==> config.mk <==
export PLATFORM = sky130hd
export DESIGN_NAME = adc_powerdown_reset_control
export DESIGN_NICKNAME = d
export VERILOG_FILES = /design/src/aprc_pkg.sv /design/src/adc_powerdown_reset_control.sv /design/src/aprc_low_timer.sv
export SDC_FILE = /design/constraint.sdc
export NUM_CORES = 1
export LEC_CHECK = 0
export ABC_CLOCK_PERIOD_IN_PS = 3650
export BUFFER_PORTS_ARGS = -buffer_cell sky130_fd_sc_hd__buf_2
export CAP_MARGIN = 20
export CORE_UTILIZATION = 45
export CTS_BUF_LIST = sky130_fd_sc_hd__clkbuf_8 sky130_fd_sc_hd__clkbuf_16
export CTS_CLUSTER_DIAMETER = 100
export DETAILED_ROUTE_END_ITERATION = 10
export GPL_TIMING_DRIVEN = 0
export MAX_ROUTING_LAYER = met4
export PLACE_DENSITY = 0.78
export SLEW_MARGIN = 20
export SYNTH_ARGS = -nofsm -noshare
export SYNTH_HDL_FRONTEND = slang
export SYNTH_SLANG_ARGS = --single-unit
==> constraint.sdc <==
create_clock -name CLK_IN -period 3.65 [get_ports CLK_IN]
set_input_delay 0.1825 -clock CLK_IN [delete_from_list [all_inputs] [get_ports CLK_IN]]
set_output_delay 0.1825 -clock CLK_IN [all_outputs]
set_load 0.05 [all_outputs]
==> src/aprc_pkg.sv <==
// Operation
// - low over 90 ns enters power-down
// - pin accepted anytime, asynchronous to serial
// - power-down ignores all other digital inputs
// - release restarts default; host waits power-up
// - low under 60 ns resets only
// - reset clears config and temperature averaging
// - after reset normal mode; host configures
// - 60 to 90 ns resets, power-down undefined
// - power-on clears config to zeros
// - interface operational 500 us after power-up
// - power-down switches everything off, config default
package aprc_pkg;
    // ==========================================================
    // timing
    localparam int CLK_PERIOD_PS = 10000;
    localparam int PD_THRESH_PS = 90000;
    localparam int RST_MAX_PS = 60000;
    localparam int IFACE_READY_US = 500;
    localparam int REF_READY_US = 5500;
    localparam int PD_CYCLES = PD_THRESH_PS / CLK_PERIOD_PS;
    // divide first: the product would overflow a 32-bit int
    localparam int IFACE_CYCLES = IFACE_READY_US * (1000000 / CLK_PERIOD_PS);
    localparam int REF_CYCLES = REF_READY_US * (1000000 / CLK_PERIOD_PS);
    // ==========================================================
    // configuration register
    localparam int CFG_WIDTH = 16;
    localparam logic [15:0] CFG_RESET = 16'h0000;
    localparam int CFG_EXT_REF_BIT = 0;
    localparam int CNT_WIDTH = 20;
    typedef enum logic [1:0] {APRC_NORMAL, APRC_POWERDOWN, APRC_STARTUP} aprc_mode_e;
endpackage

==> src/adc_powerdown_reset_control.sv <==
`timescale 1ns/1ps
// ==========================================================
// power-down / reset / power-on start-up controller
module adc_powerdown_reset_control
    import aprc_pkg::*;
#(
    parameter int IFACE_CNT = aprc_pkg::IFACE_CYCLES,
    parameter int REF_CNT = aprc_pkg::REF_CYCLES
) (
    input wire logic CLK_IN,
    input wire logic RST_N_IN,
    input wire logic POWERDOWN_RESET_N_IN,
    input wire logic CFG_WR_IN,
    input wire logic [aprc_pkg::CFG_WIDTH-1:0] CFG_DATA_IN,
    input wire logic CONV_REQ_IN,
    output logic [aprc_pkg::CFG_WIDTH-1:0] CFG_OUT,
    output logic POWERED_OUT,
    output logic IFACE_READY_OUT,
    output logic CONV_READY_OUT,
    output logic CONFIGURED_OUT,
    output logic AVG_ENABLE_OUT,
    output logic CONV_START_OUT
);
    import aprc_pkg::*;

    logic pin_s1_reg;
    logic pin_s2_reg;
    logic rst_pulse;
    logic pd_pulse;
    aprc_mode_e mode_reg;
    logic [CNT_WIDTH-1:0] up_cnt_reg;

    // ==========================================================
    // pin synchroniser: pin is async to everything else
    always_ff @(posedge CLK_IN or negedge RST_N_IN) begin
        if (!RST_N_IN) begin
            pin_s1_reg <= 1'b1;
            pin_s2_reg <= 1'b1;
        end else begin
            pin_s1_reg <= POWERDOWN_RESET_N_IN;
            pin_s2_reg <= pin_s1_reg;
        end
    end

    aprc_low_timer #(
        .THRESH(PD_CYCLES)
    ) u_timer (
        .clk_in(CLK_IN),
        .rst_n_in(RST_N_IN),
        .pin_n_in(pin_s2_reg),
        .reset_pulse_out(rst_pulse),
        .pd_pulse_out(pd_pulse)
    );

    // ==========================================================
    // mode: power-on reset starts the up counter like a release
    always_ff @(posedge CLK_IN or negedge RST_N_IN) begin
        if (!RST_N_IN) begin
            mode_reg <= APRC_STARTUP;
        end else if (pd_pulse) begin
            mode_reg <= APRC_POWERDOWN;
        end else begin
            case (mode_reg)
                APRC_POWERDOWN: if (pin_s2_reg) mode_reg <= APRC_STARTUP;
                APRC_STARTUP: if (up_cnt_reg >= CNT_WIDTH'(IFACE_CNT)) mode_reg <= APRC_NORMAL;
                APRC_NORMAL: mode_reg <= APRC_NORMAL;
                default: mode_reg <= APRC_STARTUP;
            endcase
        end
    end

    // ==========================================================
    // power-up timer; restarts on each power-down exit, saturates
    always_ff @(posedge CLK_IN or negedge RST_N_IN) begin
        if (!RST_N_IN) begin
            up_cnt_reg <= '0;
        end else if (mode_reg == APRC_POWERDOWN) begin
            up_cnt_reg <= '0;
        end else if (up_cnt_reg < CNT_WIDTH'(REF_CNT)) begin
            up_cnt_reg <= up_cnt_reg + 1'b1;
        end
    end
    // ==========================================================
    // configuration register; cleared on reset, power-down, por
    always_ff @(posedge CLK_IN or negedge RST_N_IN) begin
        if (!RST_N_IN) begin
            CFG_OUT <= CFG_RESET;
            CONFIGURED_OUT <= 1'b0;
            AVG_ENABLE_OUT <= 1'b0;
        end else if (rst_pulse || pd_pulse || mode_reg == APRC_POWERDOWN || !pin_s2_reg) begin
            CFG_OUT <= CFG_RESET;
            CONFIGURED_OUT <= 1'b0;
            AVG_ENABLE_OUT <= 1'b0;
        end else if (CFG_WR_IN && mode_reg == APRC_NORMAL) begin
            CFG_OUT <= CFG_DATA_IN; // writes before ready are dropped
            CONFIGURED_OUT <= 1'b1;
            AVG_ENABLE_OUT <= 1'b1;
        end
    end

    // ==========================================================
    // status and conversion start; internal ref needs long wait
    always_ff @(posedge CLK_IN or negedge RST_N_IN) begin
        if (!RST_N_IN) begin
            POWERED_OUT <= 1'b0;
            IFACE_READY_OUT <= 1'b0;
            CONV_READY_OUT <= 1'b0;
            CONV_START_OUT <= 1'b0;
        end else begin
            POWERED_OUT <= mode_reg != APRC_POWERDOWN && !pd_pulse;
            IFACE_READY_OUT <= mode_reg == APRC_NORMAL && !pd_pulse && pin_s2_reg;
            CONV_READY_OUT <= mode_reg == APRC_NORMAL && CONFIGURED_OUT && pin_s2_reg && !pd_pulse &&
                (CFG_OUT[CFG_EXT_REF_BIT] || up_cnt_reg >= CNT_WIDTH'(REF_CNT));
            CONV_START_OUT <= CONV_REQ_IN && CONV_READY_OUT && pin_s2_reg && !pd_pulse;
        end
    end
endmodule // adc_powerdown_reset_control

==> src/aprc_low_timer.sv <==
`timescale 1ns/1ps
// ==========================================================
// low time measure of the dual-function pin
module aprc_low_timer #(
    parameter int THRESH = 9
) (
    input wire logic clk_in,
    input wire logic rst_n_in,
    input wire logic pin_n_in,
    output logic reset_pulse_out,
    output logic pd_pulse_out
);
    logic [7:0] cnt_reg;
    logic pin_d_reg;
    logic pd_done_reg;

    // saturating count while low; power-down at threshold, reset pulse on the fall
    always_ff @(posedge clk_in or negedge rst_n_in) begin
        if (!rst_n_in) begin
            cnt_reg <= 8'h00;
            pin_d_reg <= 1'b1;
            pd_done_reg <= 1'b0;
            reset_pulse_out <= 1'b0;
            pd_pulse_out <= 1'b0;
        end else begin
            pin_d_reg <= pin_n_in;
            reset_pulse_out <= !pin_n_in && pin_d_reg; // reset on every falling edge
            pd_pulse_out <= 1'b0;
            if (pin_n_in) begin
                cnt_reg <= 8'h00;
                pd_done_reg <= 1'b0;
            end else begin
                if (cnt_reg != 8'hFF)
                    cnt_reg <= cnt_reg + 8'h01;
                if (cnt_reg == 8'(THRESH - 1) && !pd_done_reg) begin
                    pd_pulse_out <= 1'b1;
                    pd_done_reg <= 1'b1;
                end
            end
        end
    end
endmodule // aprc_low_timer

==> results_dict.tcl <==
set metrics [dict create \
    clock_path_buffers 2 \
    final_cell_mix "53 x dfrtp_1, 50 x nand2_1, 42 x buf_2, 36 x nor2_1, 23 x a21oi_1" \
    path_buf_inv 0 \
    timing.rr.end "up_cnt_reg[18]$_DFFE_PN0P_" \
    worst_hold_slack_ps 77.7 \
    dp_hpwl_mm 3.87 \
    initial_core_util_pct 47.9 \
    internal_power_w 0.00112 \
    area_delta_synth_final_pct 19.1 \
    fin_crit_sh_pct 59.2 \
    setup_viol 0 \
    hold_start "CFG_DATA_IN[2]" \
    pre_cts_ws_ps 1520 \
    start_kind "flip-flop" \
    grt_max_degree 58 \
    worst_hold_path.num_cells 3 \
    synthesis.area_mm2 0.00271 \
    path_cells "or4_4, o21a_1, nor2_1, a31oi_1, a41o_1" \
    drc 0 \
    hp-class "input port to flip-flop" \
    worstPathRequired_ps 3870 \
    chipWidth_um 79.5 \
    hold_end "CFG_OUT[2]$_DFFE_PN0P_" \
    grt_pass1_vias 2105 \
    reg2reg_slack_ps 1490 \
    die_height_um 79.5 \
    insertion_delay_ps 330 \
    reg2regPathDepth 5 \
    fin_skew_ps 8.51 \
    cts_setup_buffers 0 \
    n_fill_cell 489 \
    worstMarginPinSlew_ps 698 \
    synth_nets 305 \
    rows 27 \
    layout_commonest_cell "dfrtp_1" \
    arrival_ps 2380 \
    power_leakage_nw 1.46 \
    min_period_ps 2160 \
    crit_fanout 7 \
    cts_root_buf "clkbuf_8" \
    status "complete, no violations" \
    syn_inst 280 \
    ys_ff_latch 57 \
    cts_tree "done" \
    power_frac_comb_pct 15.1 \
    dieArea_mm2 0.00633 \
    cts_sinks 57 \
    ctsHtreeMaxLevel 3 \
    numPortBuffers 42 \
    routed_wl_mm 5.53 \
    cts_resized 0 \
    power.share.clock_pct 36.7 \
    diodes 0 \
    max_freq_ghz 0.463 \
    relSlewSlack_pct 53.4 \
    yosysUniqueCellTypes 44 \
    rr_startpoint "up_cnt_reg[16]$_DFFE_PN0P_" \
    slowest_delay_ps 590 \
    fin_ws_ps 1490 \
    drv_slew 0 \
    largest_reg_flops 20 \
    power_frac_seq_pct 48.1 \
    first_pass_iters 4 \
    worst-path-stages 5 \
    viasPerCell 5.35 \
    yosysSeqAreaShare_pct 52.9 \
    syn_area_per_cell_um2 9.66 \
    cp_top_family "simple AND/OR/NAND/NOR gates" \
    grt_use_total_pct 20.5 \
    crit_type "flip-flop to flip-flop" \
    drive_above_1_share_pct 22.1 \
    fin_nets 360 \
    ant_nets 0 \
    drtIter0Drc 133 \
    core_area_mm2 0.00564 \
    swShare_pct 29.1 \
    clkSlewWorstSetupHoldPaths_ps 70 \
    fin_tns_setup_ps 0 \
    numCtsBuffers 9 \
    rsz0062_at_grt "false" \
    io_pins 43 \
    synth_warnings 0 \
    p_sw_w 0.000459 \
    maxCapViolations 0 \
    post_drt_wl_per_cell_um 13.4 \
    grt_antenna_before_repair 0 \
    cts_hold_buffers 2 \
    end_kind "flip-flop" \
    power_density_mw_per_mm2 489 \
    final_hold_viol_count 0 \
    ir_drop_uv 334 \
    vias 2204 \
    slowest_stage "or4_4" \
    grt_pass1_wl_mm 9.56 \
    power.total_w 0.00158 \
    gp_congestion 0.842 \
    overflow 0 \
]
==> how the worst max path moves through the flow <==
stage,startpoint,endpoint,slack (ps)
after global placement,up_cnt_reg[16]$_DFFE_PN0P_,up_cnt_reg[18]$_DFFE_PN0P_,1540
final,up_cnt_reg[16]$_DFFE_PN0P_,up_cnt_reg[18]$_DFFE_PN0P_,1490
after floorplan,up_cnt_reg[16]$_DFFE_PN0P_,up_cnt_reg[10]$_DFFE_PN0P_,1700
after detailed placement,up_cnt_reg[16]$_DFFE_PN0P_,up_cnt_reg[18]$_DFFE_PN0P_,1520
after CTS,up_cnt_reg[16]$_DFFE_PN0P_,up_cnt_reg[2]$_DFFE_PN0P_,1490
after global routing,up_cnt_reg[16]$_DFFE_PN0P_,up_cnt_reg[18]$_DFFE_PN0P_,1340
==> routing by layer <==
layer / global-route usage (%) / vias up / wire [µm]
li1: - / 1089 / -
met1: 25.7 / 1050 / 2590
met2: 30.9 / 54 / 2600
met3: 6.06 / 11 / 228
met4: 9.09 / 0 / 120
met5: - / - / 0
==> cell usage after synthesis, drive strengths merged <==
library cell | count | area, µm²
and3 | 4 | 25.0
o21a | 3 | 22.5
and4 | 2 | 17.5
a31o | 2 | 17.5
nor2 | 36 | 135
or4 | 1 | 11.3
a21oi | 23 | 115
nor2b | 3 | 18.8
and2 | 2 | 12.5
o211ai | 1 | 7.51
nor3b | 2 | 15.0
nor3 | 9 | 45.0
nor4 | 9 | 90.1
clkbuf | 10 | 37.5
a31oi | 4 | 25.0
nand3 | 8 | 40.0
mux2i | 1 | 10.0
a311oi | 2 | 17.5
nand4b | 2 | 17.5
o21ai | 2 | 10.0
xor2 | 3 | 26.3
a211oi | 1 | 7.51
nand2b | 2 | 12.5
a2111oi | 1 | 15.0
a41o | 1 | 10.0
o21bai | 1 | 7.51
o41ai | 1 | 8.76
dfstp | 4 | 105
inv | 6 | 22.5
nand4 | 4 | 25.0
or3 | 1 | 6.26
a41oi | 1 | 8.76
nand2 | 50 | 188
nor4b | 3 | 38.8
dfrtp | 53 | 1330
ha | 4 | 50.1
buf | 3 | 23.8
nor4bb | 1 | 10.0
xnor2 | 14 | 123
==> final cells by class <==
cell class              count  area (µm²)  share of cell area, %
plain buffers              13        61.3                   1.90
well taps                  72        90.1                   2.80
inverters                   6        22.5                  0.699
flip-flops and latches     57        1430                   44.4
multi-input cells         204        1190                   36.9
clock buffers              10         138                   4.27
repair buffers             44         233                   7.22
clock inverters             6        57.6                   1.79
==> power groups by stage <==
stage	logic (W)	clock network [W]	registers [W]
2_1_floorplan	0.000149	0	0.000784
3_3_place_gp	0.000232	0	0.000766
3_5_place_dp	0.000239	0	0.000768
4_1_cts	0.000243	0.000592	0.000757
5_1_grt	0.000272	0.000623	0.000767
6_report	0.000239	0.000579	0.000759
==> kinds of logic after synthesis <==
kind of cell	count (synthesis)	share of synthesized area, %
AO/OA/AOI/OAI	43	10.1
XOR/XNOR	17	5.50
multiplexers	1	0.370
flip-flops	57	52.9
AND/OR/NAND/NOR	139	26.2
adder cells (fa/ha/maj)	4	1.85
buffers and inverters	19	3.10
==> worst min-delay path, delay by kind of cell <==
kind	cells	cell delay, ps
and+or+nand+nor	1	50
buffers and inverters	1	100
AOI/OAI and AO/OA	1	50
==> per-stage QoR <==
stage	instances	area (µm²)	util (%)
after CTS	412	3220	57.1
after detailed placement	394	3010	53.3
final	412	3220	57.1
after floorplan	280	2710	-
after global placement	394	3010	53.3
after global routing	412	3220	57.1
Power figures use the tool's default switching activity.
